`src/rtl/scp_pkg.sv`:
```
package scp_pkg;

  // Clock and link timing
  localparam int CLK_PERIOD_NS = 100;
  localparam int QTR_NS        = 2500;
  localparam int QTR_CYC       = (QTR_NS + CLK_PERIOD_NS - 1) / CLK_PERIOD_NS;
  localparam int TWR_MS        = 20;
  localparam int TWR_CYC       = (TWR_MS * 1000000) / CLK_PERIOD_NS;
  localparam int TWR_W         = 18;
  localparam logic [TWR_W-1:0] TWR_CYC_DEF = TWR_W'(TWR_CYC);
  localparam logic [TWR_W-1:0] TWR_ONE     = 18'h0_0001;

  // Memory geometry
  localparam int ADDR_W      = 24;
  localparam int MEM_ADDR_W  = 17;
  localparam int LEN_W       = 18;
  localparam logic [LEN_W-1:0] PAGE_LEN = 18'h0_0080;
  localparam logic [LEN_W-1:0] LEN_ONE  = 18'h0_0001;
  localparam logic [7:0]       PAGE_SENT = 8'h80;

  // Device address code, value is arbitrary
  localparam logic [6:0] DEV_ADDR_DEF = 7'h5a;

  // Bit engine counts
  localparam logic [3:0] ACK_IDX = 4'h8;
  localparam logic [1:0] QPH_ONE = 2'h1;

  typedef enum logic [4:0] {
    ST_IDLE  = 5'h01,
    ST_START = 5'h02,
    ST_BIT   = 5'h04,
    ST_STOP  = 5'h08,
    ST_DONE  = 5'h10
  } scp_state_t;

  typedef enum logic [6:0] {
    SP_HDR_W = 7'h01,
    SP_ADDR2 = 7'h02,
    SP_ADDR1 = 7'h04,
    SP_ADDR0 = 7'h08,
    SP_WDATA = 7'h10,
    SP_HDR_R = 7'h20,
    SP_RDATA = 7'h40
  } scp_step_t;

  typedef enum logic [1:0] {
    OP_WRITE_PAGE = 2'h0,
    OP_READ_CUR   = 2'h1,
    OP_READ_RAND  = 2'h2
  } scp_op_t;

  typedef struct packed {
    scp_state_t         fsm;
    scp_step_t          step;
    scp_op_t            op;
    logic [1:0]         qph;
    logic [3:0]         bit_idx;
    logic [7:0]         shreg;
    logic [7:0]         cur;
    logic [ADDR_W-1:0]  addr;
    logic [LEN_W-1:0]   remain;
    logic [7:0]         sent;
    logic               ack;
    logic               wr_busy;
    logic [TWR_W-1:0]   twr_cnt;
    logic               scl;
    logic               sda_oe_n;
    logic               prog_en_n;
    logic               cmd_ready;
    logic               done;
    logic               err;
    logic               rd_push;
    logic [7:0]         rd_byte;
    logic               sda_m;
    logic               sda_s;
  } scp_ctl_t;

  localparam scp_ctl_t CTL_RST = '{fsm: ST_IDLE, step: SP_HDR_W, op: OP_WRITE_PAGE, scl: 1'b1,
                                   sda_oe_n: 1'b1, prog_en_n: 1'b1, sda_m: 1'b1, sda_s: 1'b1,
                                   default: '0};

  function automatic logic scp_is_hdr(input scp_step_t st);
    scp_is_hdr = (st == SP_HDR_W) || (st == SP_HDR_R);
  endfunction

endpackage

```
`src/rtl/scp_strm_if.sv`:
```
`timescale 1ns/1ns
`default_nettype none
interface scp_strm_if #(parameter int W = 8) ();
  logic         valid;
  logic         ready;
  logic [W-1:0] data;
  modport src (output valid, output data, input ready);
  modport snk (input valid, input data, output ready);
endinterface
`default_nettype wire

```
`src/rtl/scp_buf2.sv`:
```
`timescale 1ns/1ns
`default_nettype none
module scp_buf2 #(
  parameter int W = 8
) (
  input  wire logic sys_clk,
  input  wire logic rst_b,
  scp_strm_if.snk   in_s,
  scp_strm_if.src   out_s
);
  typedef struct packed {
    logic [W-1:0] head;
    logic [W-1:0] tail;
    logic [1:0]   cnt;
    logic         rdy;
    logic         vld;
  } scp_buf_t;

  localparam scp_buf_t BUF_RST = '{rdy: 1'b1, default: '0};

  scp_buf_t s;
  scp_buf_t n;
  logic     push;
  logic     pop;

  // Two entries, head is always the oldest word
  always_comb begin
    n    = s;
    push = in_s.valid & s.rdy;
    pop  = s.vld & out_s.ready;
    unique case (s.cnt)
      2'h0: begin
        if (push) begin
          n.head = in_s.data;
          n.cnt  = 2'h1;
        end
      end
      2'h1: begin
        if (push && pop) begin
          n.head = in_s.data;
        end else if (push) begin
          n.tail = in_s.data;
          n.cnt  = 2'h2;
        end else if (pop) begin
          n.cnt = 2'h0;
        end
      end
      2'h2: begin
        if (pop) begin
          n.head = s.tail;
          n.cnt  = 2'h1;
        end
      end
      default: n = BUF_RST;
    endcase
    n.rdy = (n.cnt != 2'h2);
    n.vld = (n.cnt != 2'h0);
  end

  always_ff @(posedge sys_clk or negedge rst_b) begin
    if (!rst_b) begin
      s <= BUF_RST;
    end else begin
      s <= n;
    end
  end

  assign in_s.ready = s.rdy;
  assign out_s.valid = s.vld;
  assign out_s.data = s.head;
endmodule
`default_nettype wire

```
`src/rtl/scp_prog_ctl.sv`:
```
`timescale 1ns/1ns
`default_nettype none
// Function
// - Receiver acks low, refuses by releasing
// - Each byte ends in ack or stop
// - New driver owns data before rising clock
// - Address bytes go most significant first
// - Data bytes go least significant first
// - Address byte LSB one reads, zero writes
// - Three address bytes, each acked separately
// - Page write sends exactly 128 bytes
// - Write: start, header, address, data, stop
// - Poll header; on refusal restart, no stop
// - Hold programming mode through write cycle
// - Current read: header, byte, then stop
// - Random read: aborted write header, read
// - Data changes only while clock low
// - Start falls, stop rises, clock high
// - Programmer acks each wanted read byte
module scp_prog_ctl
  import scp_pkg::*;
#(
  parameter logic [6:0]       DEV_ADDR       = DEV_ADDR_DEF,
  parameter logic [TWR_W-1:0] WR_TIMEOUT_CYC = TWR_CYC_DEF,
  parameter int               QTR_DIV        = QTR_CYC
) (
  input  wire logic              sys_clk,
  input  wire logic              rst_b,
  input  wire logic              prog_mode_en,
  input  wire logic              cmd_valid,
  output logic                   cmd_ready,
  input  wire scp_op_t           cmd_op,
  input  wire logic [ADDR_W-1:0] cmd_addr,
  input  wire logic [LEN_W-1:0]  cmd_total_byte_count,
  input  wire logic              wr_valid,
  output logic                   wr_ready,
  input  wire logic [7:0]        wr_data,
  output logic                   rd_valid,
  input  wire logic              rd_ready,
  output logic [7:0]             rd_data,
  output logic                   done,
  output logic                   err,
  output logic                   write_busy,
  output logic                   prog_serial_clock,
  input  wire logic              prog_serial_data_in,
  output logic                   prog_serial_data_out,
  output logic                   prog_serial_data_oe_n,
  output logic                   serial_prog_enable_n
);

  scp_ctl_t   s;
  scp_ctl_t   n;
  logic       tick;
  logic       stall;
  logic       wr_take;
  logic [7:0] tx_byte;

  scp_strm_if #(.W(8)) wr_in ();
  scp_strm_if #(.W(8)) wr_q ();
  scp_strm_if #(.W(8)) rd_in ();
  scp_strm_if #(.W(8)) rd_q ();

  scp_tick #(.DIV(QTR_DIV)) u_tick (
    .sys_clk (sys_clk),
    .rst_b   (rst_b),
    .tick    (tick)
  );

  scp_buf2 #(.W(8)) u_wr_buf (
    .sys_clk (sys_clk),
    .rst_b   (rst_b),
    .in_s    (wr_in),
    .out_s   (wr_q)
  );

  scp_buf2 #(.W(8)) u_rd_buf (
    .sys_clk (sys_clk),
    .rst_b   (rst_b),
    .in_s    (rd_in),
    .out_s   (rd_q)
  );

  assign wr_in.valid = wr_valid;
  assign wr_in.data  = wr_data;
  assign wr_ready    = wr_in.ready;
  assign rd_in.valid = s.rd_push;
  assign rd_in.data  = s.rd_byte;
  assign rd_q.ready  = rd_ready;
  assign rd_valid    = rd_q.valid;
  assign rd_data     = rd_q.data;

  assign wr_take = (s.fsm == ST_BIT) && (s.step == SP_WDATA) && (s.bit_idx == 4'h0) && (s.qph == 2'h0)
                   && tick && wr_q.valid;
  assign wr_q.ready = wr_take;

  // Byte to shift out for each step of a transfer
  function automatic logic [7:0] tx_sel(input scp_step_t st, input logic [ADDR_W-1:0] a, input logic [7:0] wd);
    unique case (st)
      SP_HDR_W: tx_sel = {DEV_ADDR, 1'b0};
      SP_HDR_R: tx_sel = {DEV_ADDR, 1'b1};
      SP_ADDR2: tx_sel = a[23:16];
      SP_ADDR1: tx_sel = a[15:8];
      SP_ADDR0: tx_sel = a[7:0];
      default:  tx_sel = wd;
    endcase
  endfunction

  always_comb begin
    n         = s;
    tx_byte   = s.shreg;
    stall     = 1'b0;
    n.done    = 1'b0;
    n.rd_push = 1'b0;
    n.sda_m   = prog_serial_data_in;
    n.sda_s   = s.sda_m;
    n.prog_en_n = ~(prog_mode_en | s.wr_busy);
    if (s.wr_busy) begin
      n.twr_cnt = s.twr_cnt + TWR_ONE;
      if (s.twr_cnt == WR_TIMEOUT_CYC) begin
        n.wr_busy = 1'b0;
      end
    end
    unique case (s.fsm)
      ST_IDLE: begin
        n.cmd_ready = ~s.prog_en_n;
        if (cmd_valid && s.cmd_ready) begin
          n.cmd_ready = 1'b0;
          n.op        = cmd_op;
          n.addr      = {{(ADDR_W - MEM_ADDR_W){1'b0}}, cmd_addr[MEM_ADDR_W-1:0]};
          if (cmd_op == OP_WRITE_PAGE) begin
            n.remain = PAGE_LEN;
          end else if (cmd_total_byte_count == '0) begin
            n.remain = LEN_ONE;
          end else begin
            n.remain = cmd_total_byte_count;
          end
          n.step = (cmd_op == OP_READ_CUR) ? SP_HDR_R : SP_HDR_W;
          n.err  = 1'b0;
          n.sent = 8'h00;
          n.qph  = 2'h0;
          n.fsm  = ST_START;
        end
      end
      ST_START: begin
        if (tick) begin
          n.qph = s.qph + QPH_ONE;
          unique case (s.qph)
            2'h0: n.sda_oe_n = 1'b1;
            2'h1: n.scl = 1'b1;
            2'h2: n.sda_oe_n = 1'b0;
            2'h3: begin
              n.scl     = 1'b0;
              n.bit_idx = 4'h0;
              n.fsm     = ST_BIT;
            end
          endcase
        end
      end
      ST_BIT: begin
        if (tick && (s.qph == 2'h0) && (s.bit_idx == 4'h0)) begin
          if (s.step == SP_WDATA) begin
            stall = ~wr_q.valid;
          end
          if (s.step == SP_RDATA) begin
            stall = ~rd_in.ready;
          end
        end
        if (tick && !stall) begin
          n.qph = s.qph + QPH_ONE;
          unique case (s.qph)
            2'h0: begin
              if (s.bit_idx == ACK_IDX) begin
                if (s.step == SP_RDATA) begin
                  n.sda_oe_n = (s.remain == LEN_ONE);
                  n.rd_push  = 1'b1;
                  n.rd_byte  = s.shreg;
                end else begin
                  n.sda_oe_n = 1'b1;
                end
              end else if (s.step == SP_RDATA) begin
                n.sda_oe_n = 1'b1;
              end else begin
                if (s.bit_idx == 4'h0) begin
                  tx_byte = tx_sel(s.step, s.addr, wr_q.data);
                  n.cur   = tx_byte;
                end
                if (s.step == SP_WDATA) begin
                  n.sda_oe_n = tx_byte[0];
                  n.shreg    = {1'b0, tx_byte[7:1]};
                end else begin
                  n.sda_oe_n = tx_byte[7];
                  n.shreg    = {tx_byte[6:0], 1'b0};
                end
              end
            end
            2'h1: n.scl = 1'b1;
            2'h2: begin
              if (s.bit_idx == ACK_IDX) begin
                n.ack = ~s.sda_s;
              end else if (s.step == SP_RDATA) begin
                n.shreg = {s.sda_s, s.shreg[7:1]};
              end
            end
            2'h3: begin
              n.scl = 1'b0;
              if (s.bit_idx != ACK_IDX) begin
                n.bit_idx = s.bit_idx + 4'h1;
              end else begin
                n.bit_idx = 4'h0;
                if (scp_is_hdr(s.step)) begin
                  if (s.ack) begin
                    n.wr_busy = 1'b0;
                    n.step    = (s.step == SP_HDR_W) ? SP_ADDR2 : SP_RDATA;
                  end else if (s.wr_busy) begin
                    n.fsm = ST_START;
                  end else begin
                    n.err = 1'b1;
                    n.fsm = ST_STOP;
                  end
                end else if (!s.ack && (s.step != SP_RDATA)) begin
                  n.err = 1'b1;
                  n.fsm = ST_STOP;
                end else begin
                  unique case (s.step)
                    SP_ADDR2: n.step = SP_ADDR1;
                    SP_ADDR1: n.step = SP_ADDR0;
                    SP_ADDR0: begin
                      if (s.op == OP_READ_RAND) begin
                        n.step = SP_HDR_R;
                        n.fsm  = ST_START;
                      end else begin
                        n.step = SP_WDATA;
                      end
                    end
                    SP_WDATA: begin
                      n.remain = s.remain - LEN_ONE;
                      n.sent   = s.sent + 8'h01;
                      if (s.remain == LEN_ONE) begin
                        n.fsm = ST_STOP;
                      end
                    end
                    SP_RDATA: begin
                      n.remain = s.remain - LEN_ONE;
                      if (s.remain == LEN_ONE) begin
                        n.fsm = ST_STOP;
                      end
                    end
                    default: n.fsm = ST_STOP;
                  endcase
                end
              end
            end
          endcase
        end
      end
      ST_STOP: begin
        if (tick) begin
          n.qph = s.qph + QPH_ONE;
          unique case (s.qph)
            2'h0: n.sda_oe_n = 1'b0;
            2'h1: n.scl = 1'b1;
            2'h2: n.sda_oe_n = 1'b1;
            2'h3: begin
              n.fsm = ST_DONE;
              if (s.step == SP_WDATA) begin
                n.wr_busy = 1'b1;
                n.twr_cnt = '0;
              end
            end
          endcase
        end
      end
      ST_DONE: begin
        if (tick) begin
          n.fsm  = ST_IDLE;
          n.done = 1'b1;
        end
      end
      default: n = CTL_RST;
    endcase
  end

  always_ff @(posedge sys_clk or negedge rst_b) begin
    if (!rst_b) begin
      s <= CTL_RST;
    end else begin
      s <= n;
    end
  end

  assign cmd_ready             = s.cmd_ready;
  assign done                  = s.done;
  assign err                   = s.err;
  assign write_busy            = s.wr_busy;
  assign prog_serial_clock     = s.scl;
  assign prog_serial_data_out  = 1'b0;
  assign prog_serial_data_oe_n = s.sda_oe_n;
  assign serial_prog_enable_n  = s.prog_en_n;
endmodule
`default_nettype wire

```
`src/rtl/scp_tick.sv`:
```
`timescale 1ns/1ns
`default_nettype none
module scp_tick
  import scp_pkg::*;
#(
  parameter int DIV = QTR_CYC
) (
  input  wire logic sys_clk,
  input  wire logic rst_b,
  output logic      tick
);
  localparam int CW = $clog2(DIV + 1);

  typedef struct packed {
    logic [CW-1:0] cnt;
    logic          tick;
  } scp_tick_t;

  scp_tick_t s;
  scp_tick_t n;

  // Quarter-bit enable pulse
  always_comb begin
    n = s;
    n.tick = 1'b0;
    if (s.cnt == CW'(DIV - 1)) begin
      n.cnt  = '0;
      n.tick = 1'b1;
    end else begin
      n.cnt = s.cnt + CW'(1);
    end
  end

  always_ff @(posedge sys_clk or negedge rst_b) begin
    if (!rst_b) begin
      s <= '0;
    end else begin
      s <= n;
    end
  end

  assign tick = s.tick;
endmodule
`default_nettype wire

```
`config.mk`:
```
export PLATFORM = sky130hd
export DESIGN_NAME = scp_prog_ctl
export DESIGN_NICKNAME = d
export VERILOG_FILES = /design/src/rtl/scp_pkg.sv /design/src/rtl/scp_strm_if.sv /design/src/rtl/scp_buf2.sv /design/src/rtl/scp_prog_ctl.sv /design/src/rtl/scp_tick.sv
export SDC_FILE = /design/constraint.sdc
export NUM_CORES = 1
export LEC_CHECK = 0
export BUFFER_PORTS_ARGS = -buffer_cell sky130_fd_sc_hd__buf_4
export CAP_MARGIN = 20
export CORE_MARGIN = 3
export CORE_UTILIZATION = 62
export CTS_CLUSTER_DIAMETER = 30
export DETAILED_ROUTE_END_ITERATION = 8
export PLACE_DENSITY = 0.82
export SETUP_SLACK_MARGIN = 0.3
export SYNTH_ARGS = -nofsm -noshare
export SYNTH_HDL_FRONTEND = slang
export SYNTH_SLANG_ARGS = --single-unit
```
`constraint.sdc`:
```
create_clock -name sys_clk -period 5.75 [get_ports sys_clk]
set_input_delay 0 -clock sys_clk [delete_from_list [all_inputs] [get_ports sys_clk]]
set_output_delay 0 -clock sys_clk [all_outputs]
set_load 0.01 [all_outputs]
```
==> results of run 1 <==
==> registers in the layout, summed over array words and instances (netlist names) <==
register,cells
cmd_ready,1
done,1
err,1
prog_serial_clock,1
prog_serial_data_oe_n,1
rd_in.data,8
rd_in.valid,1
s,84
serial_prog_enable_n,1
u_rd_buf.in_s.ready,1
u_rd_buf.out_s.data,8
u_rd_buf.out_s.valid,1
u_rd_buf.s,10
u_tick.s,5
u_tick.tick,1
u_wr_buf.in_s.ready,1
u_wr_buf.out_s.data,8
u_wr_buf.out_s.valid,1
u_wr_buf.s,10
write_busy,1
==> cell families (layout without fill, tap and decap cells) <==
kind of cell / Yosys count / after routing / synth area share [%]
adders and majority gates: 12 / 12 / 1.80
muxes: 24 / 24 / 3.13
AOI/OAI and AO/OA: 274 / 274 / 21.6
DFF: 146 / 146 / 43.9
and+or+nand+nor: 358 / 358 / 21.6
xor gates and xnor gates: 26 / 26 / 2.73
other: 1 / 1 / 0.0449
buffers and inverters: 93 / 187 / 5.19
==> layout make-up <==
| cell class | count | area [sq um] | area share [%] |
|---|---|---|---|
| Clock inverter | 9 | 151 | 1.52 |
| Tap cell | 172 | 215 | 2.16 |
| Sequential cell | 146 | 3660 | 36.8 |
| Timing Repair Buffer | 123 | 1080 | 10.8 |
| Multi-Input combinational cell | 695 | 4250 | 42.6 |
| Clock buffer | 23 | 488 | 4.89 |
| Inverter | 32 | 120 | 1.20 |
==> synth_stat cells, drive strengths merged (19+ instances only) <==
| cell | n | area [sq um] |
|---|---|---|
| clkbuf | 28 | 105 |
| nand3 | 24 | 120 |
| nor2b | 27 | 169 |
| a21oi | 69 | 349 |
| nand2 | 112 | 423 |
| inv | 32 | 120 |
| dfrtp | 137 | 3430 |
| nor3 | 25 | 151 |
| buf | 33 | 208 |
| xor2 | 19 | 166 |
| o21ai | 77 | 400 |
| nor2 | 84 | 318 |
==> power groups by stage <==
| stage | logic (mW) | registers [mW] | clock network [mW] |
|---|---|---|---|
| after CTS | 1.85 | 1.52 | 1.20 |
| after global placement | 1.77 | 1.53 | 0 |
| after detailed placement | 1.80 | 1.53 | 0 |
| after floorplan | 1.50 | 1.42 | 0 |
| final | 1.95 | 1.53 | 1.19 |
| after global routing | 2.14 | 1.56 | 1.25 |
==> worst min-delay path: cells and delay by family <==
kind | cells | cell delay (ps)
buf+inv | 1 | 100
simple gates | 1 | 40
compound gates | 2 | 270
==> worst min path at each step <==
stage	depth (start not counted)	endpoint	slack [ps]
after CTS	4	s[52]	6
after detailed placement	1	s[59]	90
after floorplan	0	cmd_ready	-300
after global placement	1	s[59]	90
after global routing	4	s[52]	60
final	4	s[52]	30
==> per-stage QoR <==
step	area [sq um]	power [mW]	setup slack, ps	instances
after global routing	9970	4.95	2070	1200
after global placement	8790	3.30	2560	1116
final	9970	4.67	2300	1200
after floorplan	8340	2.91	3500	934
after CTS	9920	4.57	2440	1197
after detailed placement	8790	3.33	2460	1116
==> routing by layer <==
layer / up-vias / global-route usage [%] / part of all wire (%)
li1: 3517 / - / -
met1: 3570 / 37.7 / 42
met2: 368 / 46.9 / 48
met3: 51 / 6.45 / 7.8
met4: 0 / 10.5 / 2.5
met5: - / 0 / 0
==> flow_metrics.py, run 1 <==
metrics = {
    "run_status": {
        "status": "finished, final reports clean",
    },
    "synthesis": {
        "synth_cell_types": 85,
        "synth-seq-area-share_pct": 43.9,
        "synth_nets": 1005,
        "ys_dominant_reg_cell": "dfrtp_1",
        "avgSynthCellArea_sq_um": 8.93,
        "netlist_instances": 934,
        "synth-edff-count": 0,
        "synth_area_sq_mm": 0.00834,
        "ys_warn_count": 0,
        "synth-async-reset-ratio_pct": 100,
        "ys_ff_latch": 146,
    },
    "power": {
        "p_leak_nw": 4.40,
        "netSwitchingPower_mw": 1.87,
        "seqPwrFrac_pct": 32.7,
        "p_int_mw": 2.80,
        "ir_drop_uv": 359,
        "comb_power_share_pct": 41.7,
        "p_sw_share_pct": 40.1,
        "power_per_cell_area_mw_per_mm2": 469,
        "p_clk_share_pct": 25.5,
    },
    "timing": {
        "maxSlewHeadroom_pct": 28.8,
        "slew_violations": 0,
        "setup_violations": 0,
        "max_freq_mhz": 290,
        "grt_setup_unrepaired": "no",
        "fin_skew_ps": 7.03,
        "post-route-period-util_pct": 60.0,
        "hold_ws_ps": 26.4,
        "hold_violations": 0,
        "setup_tns_ps": 0,
        "fin_crit_ps": 3450,
        "tightestPinTransition_ps": 1070,
    },
    "clocking": {
        "htreeDepth": 4,
        "cts_buffers": 17,
        "cts_hold_buf": 49,
        "path_clk_slew_ps": 60,
        "cts.sinks": 146,
        "cts.repair.resized": 0,
        "clock_path_buffers": 2,
        "cts_tree": "built",
        "clkLatencyLatePin_ps": 430,
        "post_cts_buffers": 0,
        "clockRootBuffer": "clkbuf_16",
    },
    "critical_path": {
        "worst_setup_path_start_kind": "flip-flop",
        "worstRegToRegCells": 6,
        "path_cells": "nor4_2 > nand2_1 > o211ai_1 > o21ba_2 > o21ai_1 > o22ai_1",
        "crit_slowest_cell": "o211ai_1",
        "cp-endpoint": "s[58]",
        "cp.arrival_ps": 3730,
        "crit_buf_inv": 0,
        "path_class": "flip-flop to flip-flop",
        "crit_required_ps": 6030,
        "critPathCaptureType": "flip-flop",
        "crit_family": "compound AO/OA/AOI/OAI gates",
        "reg2reg_from": "s[119]",
        "crit_start": "s[119]",
        "worstPathMaxFanout": 30,
        "cpPeakStageDelay_ps": 720,
        "cp.depth": 6,
        "r2r_end": "s[58]",
        "r2r_slack_ps": 2300,
    },
    "die": {
        "die_area_sq_mm": 0.0149,
        "die_h_um": 122,
        "start_util_pct": 64.8,
        "die_x_um": 122,
        "core.rowCount": 41,
        "core_sq_mm": 0.0129,
        "ios": 77,
    },
    "detailed_routing": {
        "routedWlPerCell_um": 17.3,
        "avgViaCountPerCell": 6.26,
        "ant_nets": 0,
        "drcViolationCount": 0,
        "dr.pass1.iters": 6,
        "drt_wl_total_mm": 20.7,
        "via_count": 7506,
        "drt_iter0_drc": 765,
    },
    "place": {
        "gp_congestion": 0.911,
        "port_buffers": 68,
        "dp_hpwl_mm": 13.5,
    },
    "global_routing": {
        "track_usage_pct": 28.7,
        "grt_pass1_vias": 6980,
        "grt_overflow_total": 0,
        "grt_start_max_net_pins": 83,
        "grt_pass1_wl_mm": 33.9,
        "antenna_found_initial": 0,
    },
    "final_layout": {
        "final_nets": 1086,
        "drive_above_1_share_pct": 14.1,
        "n_antenna_cell": 0,
        "layout_commonest_cell": "dfrtp_1",
        "area_growth_pct": 19.5,
        "layout_common_cells": "137 x dfrtp_1, 111 x nand2_1, 83 x nor2_1, 70 x buf_4, 68 x a21oi_1",
        "final_util_pct": 77.4,
        "fill_cells": 875,
    },
    "job": {
        "maxCapViolations": 0,
    },
    "worst_hold_path": {
        "min_path_type": "input port to flip-flop",
        "min-delay-start": "cmd_total_byte_count[7]",
    },
}
Power figures use the tool's default switching activity.
==> run 2, diff against run 1 <==
--- a/config.mk
+++ b/config.mk
@@ -8,10 +8,10 @@
 export BUFFER_PORTS_ARGS = -buffer_cell sky130_fd_sc_hd__buf_4
 export CAP_MARGIN = 20
 export CORE_MARGIN = 3
-export CORE_UTILIZATION = 62
+export CORE_UTILIZATION = 60
 export CTS_CLUSTER_DIAMETER = 30
 export DETAILED_ROUTE_END_ITERATION = 8
-export PLACE_DENSITY = 0.82
+export PLACE_DENSITY = 0.79
 export SETUP_SLACK_MARGIN = 0.3
 export SYNTH_ARGS = -nofsm -noshare
 export SYNTH_HDL_FRONTEND = slang
==> constraint.sdc (replaced) <==
create_clock -name sys_clk -period 3.6 [get_ports sys_clk]
set_input_delay 0 -clock sys_clk [delete_from_list [all_inputs] [get_ports sys_clk]]
set_output_delay 0 -clock sys_clk [all_outputs]
set_load 0.01 [all_outputs]
==> run 2 against run 1 <==
  * Core utilization fell by 3.2 points
  * Wire length grew 0.25%
  * Critical path depth grew 2
  * Flip-flop and latch count is the same
  * Non-clock buffer count is 4 higher
  * Die area rose by 3.2%
  * Global-route usage fell by 0.21 points
  * Worst hold slack worse by 11 ps
  * Final cell count grew 0.67%
  * Worst setup slack worse by 1500 ps
  * Clock power increased by 50%
==> flow_metrics.py, run 2 (synthesized netlist as in run 1, its figures left out) <==
metrics = {
    "timing": {
        "tightestPinTransition_ps": 1050,
        "setup_tns_ps": 0,
        "fin_crit_ps": 2840,
        "grt_setup_unrepaired": "no",
        "slew_violations": 0,
        "post-route-period-util_pct": 79.0,
        "setup_violations": 0,
        "max_freq_mhz": 352,
        "hold_violations": 0,
        "maxSlewHeadroom_pct": 29.6,
        "fin_skew_ps": 9.80,
    },
    "critical_path": {
        "critPathCaptureType": "flip-flop",
        "path_class": "flip-flop to flip-flop",
        "r2r_end": "s[96]",
        "crit_required_ps": 3910,
        "reg2reg_from": "s[107]",
        "r2r_slack_ps": 760,
        "worstPathMaxFanout": 15,
        "cp.arrival_ps": 3160,
        "worst_setup_path_start_kind": "flip-flop",
        "worstRegToRegCells": 8,
    },
    "worst_hold_path": {
        "whs_endpoint": "s[52]",
        "min-delay-start": "cmd_total_byte_count[7]",
        "min_path_type": "input port to flip-flop",
        "hold_depth": 4,
    },
    "detailed_routing": {
        "via_count": 7337,
        "drcViolationCount": 0,
        "dr.pass1.iters": 5,
        "drt_wl_total_mm": 20.8,
        "routedWlPerCell_um": 17.2,
        "drt_iter0_drc": 684,
        "ant_nets": 0,
        "avgViaCountPerCell": 6.07,
    },
    "global_routing": {
        "grt_pass1_vias": 7016,
        "grt_overflow_total": 0,
        "track_usage_pct": 28.5,
        "grt_pass1_wl_mm": 34.6,
        "grt_start_max_net_pins": 102,
        "antenna_found_initial": 1,
    },
    "clocking": {
        "path_clk_slew_ps": 60,
        "cts_hold_buf": 49,
        "cts_buffers": 17,
        "clockRootBuffer": "clkbuf_16",
        "cts.sinks": 146,
        "cts_tree": "built",
        "cts.repair.resized": 0,
        "clock_path_buffers": 2,
        "post_cts_buffers": 0,
        "htreeDepth": 4,
        "clkLatencyLatePin_ps": 430,
    },
    "final_layout": {
        "layout_commonest_cell": "dfrtp_1",
        "top_register": "s",
        "area_growth_pct": 19.1,
        "largest_reg_flops": 84,
        "final_nets": 1090,
        "top_regs": "s (84), u_rd_buf.s (10), u_wr_buf.s (10)",
        "n_antenna_cell": 0,
        "layout_common_cells": "137 x dfrtp_1, 111 x nand2_1, 83 x nor2_1, 76 x buf_4, 68 x a21oi_1",
        "final_util_pct": 74.2,
        "drive_above_1_share_pct": 14.4,
        "fill_cells": 1038,
    },
    "die": {
        "start_util_pct": 62.3,
        "core.rowCount": 42,
        "die_h_um": 124,
        "core_sq_mm": 0.0134,
        "die_area_sq_mm": 0.0154,
        "ios": 77,
        "die_x_um": 124,
    },
    "power": {
        "p_leak_nw": 4.38,
        "power_per_cell_area_mw_per_mm2": 732,
        "ir_drop_uv": 550,
    },
    "place": {
        "dp_hpwl_mm": 13.8,
        "gp_congestion": 0.895,
        "port_buffers": 68,
    },
    "job": {
        "maxCapViolations": 0,
    },
    "run_status": {
        "status": "finished, final reports clean",
    },
}
[run 2: cell count changes in the layout (fill, tap and decap cells not counted)]
cell        delta
buf_16         -1
clkinvlp_4     +1
bufinv_16      -1
clkinv_4       +2
buf_4          +6
buf_6          -1
inv_6          +1
clkbuf_8       -5
buf_12         +1
clkinv_2       +1
[run 2: critical path: stages, from the launching register on]
cell and delay, ps:
dfrtp_1 430, inv_1 130, ha_1 550, inv_2 170, or3_1 390, mux2i_1 180
and2_4 210, o21a_1 330, mux2_4 340
[run 2: through the flow]
step | hold WS [ps] | worst slack [ps] | cells | total power [mW] | cell area [sq um]
2_1_floorplan | -296 | 1350 | 934 | 4.66 | 8340
3_3_place_gp | 159 | 873 | 1127 | 5.34 | 8860
3_5_place_dp | 168 | 819 | 1127 | 5.40 | 8860
4_1_cts | 0.999 | 789 | 1208 | 7.25 | 9940
5_1_grt | 12.7 | 540 | 1208 | 7.77 | 9940
6_report | 15.5 | 756 | 1208 | 7.28 | 9940
[run 2: per-layer routing]
layer	GRT usage (%)	share of wire, %
met4	10.3	2.3
met3	6.40	7.1
met5	0	0.063
met1	38.1	42
met2	45.8	48
[run 2: area by class of cell]
| class | count | area [sq um] | area share, % |
|---|---|---|---|
| Clock inverter | 13 | 160 | 1.61 |
| Timing Repair Buffer | 127 | 1090 | 11.0 |
| Multi-Input combinational cell | 695 | 4250 | 42.8 |
| Clock buffer | 19 | 433 | 4.35 |
| Inverter | 32 | 120 | 1.21 |
| Tap cell | 176 | 220 | 2.22 |
| Sequential cell | 146 | 3660 | 36.9 |
[run 2: how the worst max path moves through the flow]
| stage | slack, ps | start | to | cells past startpoint |
|---|---|---|---|---|
| 2_1_floorplan | 1350 | s[107] | s[96] | 10 |
| 3_3_place_gp | 870 | s[107] | s[98] | 8 |
| 3_5_place_dp | 820 | s[107] | s[96] | 8 |
| 4_1_cts | 790 | s[107] | s[96] | 8 |
| 5_1_grt | 540 | s[107] | s[98] | 8 |
| 6_report | 760 | s[107] | s[96] | 8 |
[run 2: power breakdown]
part / switching [mW] / internal, mW / total [mW]
clock network: 0.696 / 1.09 / 1.78
logic: 1.87 / 1.18 / 3.04
registers: 0.423 / 2.03 / 2.45
total: 2.99 / 4.29 / 7.28
==> run 3, diff against run 2 <==
--- a/config.mk
+++ b/config.mk
@@ -8,10 +8,10 @@
 export BUFFER_PORTS_ARGS = -buffer_cell sky130_fd_sc_hd__buf_4
 export CAP_MARGIN = 20
 export CORE_MARGIN = 3
-export CORE_UTILIZATION = 60
+export CORE_UTILIZATION = 54
 export CTS_CLUSTER_DIAMETER = 30
 export DETAILED_ROUTE_END_ITERATION = 8
-export PLACE_DENSITY = 0.79
+export PLACE_DENSITY = 0.75
 export SETUP_SLACK_MARGIN = 0.3
 export SYNTH_ARGS = -nofsm -noshare
 export SYNTH_HDL_FRONTEND = slang
==> constraint.sdc (replaced) <==
create_clock -name sys_clk -period 2.55 [get_ports sys_clk]
set_input_delay 0 -clock sys_clk [delete_from_list [all_inputs] [get_ports sys_clk]]
set_output_delay 0 -clock sys_clk [all_outputs]
set_load 0.01 [all_outputs]
==> run 3 against run 2 <==
  * Via count is 5.0% higher
  * Global-route usage is 1.7 points lower
  * Die area increased by 11%
  * Sequential power is 39% higher
  * First-iteration DRC count increased by 48%
  * Combinational power rose by 79%
  * Fmax grew 25%
  * Critical path type unchanged
==> flow_metrics.py, run 3 (synthesized netlist as in run 1, its figures left out) <==
metrics = {
    "run_status": {
        "status": "finished, final reports clean",
    },
    "final_layout": {
        "final_nets": 1151,
        "top_regs": "s (84), u_rd_buf.s (10), u_wr_buf.s (10)",
        "top_register": "s",
        "largest_reg_flops": 84,
        "fin_area_sq_mm": 0.0107,
        "drive_above_1_share_pct": 24.1,
        "layout_common_cells": "135 x buf_4, 130 x dfrtp_1, 108 x nand2_1, 79 x nor2_1, 67 x a21oi_1",
        "layout_commonest_cell": "buf_4",
        "multi_input_area_sq_mm": 0.00449,
        "fill_cells": 1048,
        "ff_latch_area_sq_mm": 0.00367,
        "area_growth_pct": 28.4,
        "n_antenna_cell": 0,
    },
    "clocking": {
        "clkLatencyLatePin_ps": 430,
        "clockRootBuffer": "clkbuf_16",
        "path_clk_slew_ps": 60,
        "htreeDepth": 4,
        "clock_path_buffers": 2,
        "cts_tree": "built",
        "cts_buffers": 17,
        "cts.sinks": 146,
    },
    "die": {
        "core.rowCount": 44,
        "die_area_sq_mm": 0.0170,
        "start_util_pct": 56.3,
        "core_sq_mm": 0.0148,
        "die_h_um": 130,
        "die_x_um": 130,
        "ios": 77,
    },
    "power": {
        "netSwitchingPower_mw": 4.61,
        "p_sw_share_pct": 40.3,
        "power_per_cell_area_mw_per_mm2": 1070,
        "p_clk_share_pct": 22.7,
        "comb_power_share_pct": 47.6,
        "ir_drop_uv": 733,
        "seqPwrFrac_pct": 29.7,
        "p_int_mw": 6.83,
        "p_leak_nw": 4.76,
    },
    "timing": {
        "setup_tns_ps": 0,
        "hold_ws_ps": 31.3,
        "fin_skew_ps": 13.7,
        "fin_crit_ps": 2270,
        "slew_violations": 0,
        "post-route-period-util_pct": 89.1,
        "maxSlewHeadroom_pct": 45.1,
        "max_freq_mhz": 440,
        "setup_violations": 0,
        "grt_setup_unrepaired": "yes",
        "hold_violations": 0,
        "tightestPinTransition_ps": 816,
    },
    "place": {
        "gp_congestion": 0.920,
        "port_buffers": 68,
        "placed_cell_area_sq_mm": 0.00916,
        "dp_hpwl_mm": 14.4,
    },
    "critical_path": {
        "crit_required_ps": 2870,
        "worstPathMaxFanout": 7,
        "worst_setup_path_start_kind": "flip-flop",
        "cp.arrival_ps": 2590,
        "path_class": "flip-flop to flip-flop",
        "critPathCaptureType": "flip-flop",
    },
    "global_routing": {
        "grt_start_max_net_pins": 65,
        "grt_pass1_vias": 7293,
        "grt_pass1_wl_mm": 36.5,
        "grt_overflow_total": 0,
        "track_usage_pct": 26.8,
        "antenna_found_initial": 0,
    },
    "worst_hold_path": {
        "min_path_type": "input port to flip-flop",
    },
    "detailed_routing": {
        "drcViolationCount": 0,
        "routedWlPerCell_um": 17.6,
        "dr.pass1.iters": 6,
        "drt_iter0_drc": 1014,
        "ant_nets": 0,
        "drt_wl_total_mm": 22.5,
        "via_count": 7703,
        "avgViaCountPerCell": 6.03,
    },
    "job": {
        "maxCapViolations": 0,
    },
}
## run 3: metrics by stage
stage / total power [mW] / instances / setup WS (ps) / util, %
after detailed placement: 7.93 / 1169 / 89.7 / 61.8
after CTS: 10.9 / 1259 / 302 / 70.4
after floorplan: 6.58 / 934 / 310 / -
after global routing: 12.2 / 1277 / 197 / 72.4
after global placement: 7.85 / 1169 / 195 / 61.8
final: 11.4 / 1277 / 279 / 72.4
## run 3: critical path, cell delays in order (launching register included)
cell	delay, ps
dfrtp_2	470
buf_4	170
or3_1	380
a211oi_1	500
nor3_1	90
a32oi_1	190
a2111oi_1	110
a211oi_1	240
## run 3: layout make-up
class	count	share of cell area [%]
Clock inverter	11	1.41
Inverter	32	1.12
Timing Repair Buffer	188	14.7
Clock buffer	21	4.39
Sequential cell	146	34.3
Multi-Input combinational cell	695	41.9
Tap cell	184	2.15
## run 3: routing by layer
layer,global-route usage (%),part of all wire (%)
met1,36.2,43
met2,42.9,47
met3,5.57,6.9
met4,9.90,3.1
met5,0,0
## run 3: power by group through the flow
| stage | sequential [mW] | clock, mW | combinational (mW) |
|---|---|---|---|
| after floorplan | 3.20 | 0 | 3.38 |
| after global routing | 3.46 | 2.75 | 5.97 |
| final | 3.40 | 2.60 | 5.44 |
| after detailed placement | 3.40 | 0 | 4.53 |
| after global placement | 3.39 | 0 | 4.47 |
| after CTS | 3.38 | 2.65 | 4.88 |
## run 3: worst paths after layout
| path | start | end | slack (ps) | cells after the start |
|---|---|---|---|---|
| min | cmd_total_byte_count[7] | s[52] | 30 | 4 |
| max in group asynchronous | rst_b | s[113] | 1490 | 3 |
| min reg2reg | s[109] | s[109] | 480 | 2 |
| max reg2reg | s[116] | prog_serial_data_oe_n | 280 | 7 |
| min in group asynchronous | rst_b | s[55] | 140 | 2 |
| max | s[116] | prog_serial_data_oe_n | 280 | 7 |
## run 3: repair_timing
action	in CTS	in global routing
hold buffers	47	0
setup endpoints to repair	43	64
pin swaps	6	22
buffers inserted	11	18
endpoints found under the hold margin	113	0
gates resized for setup	21	45
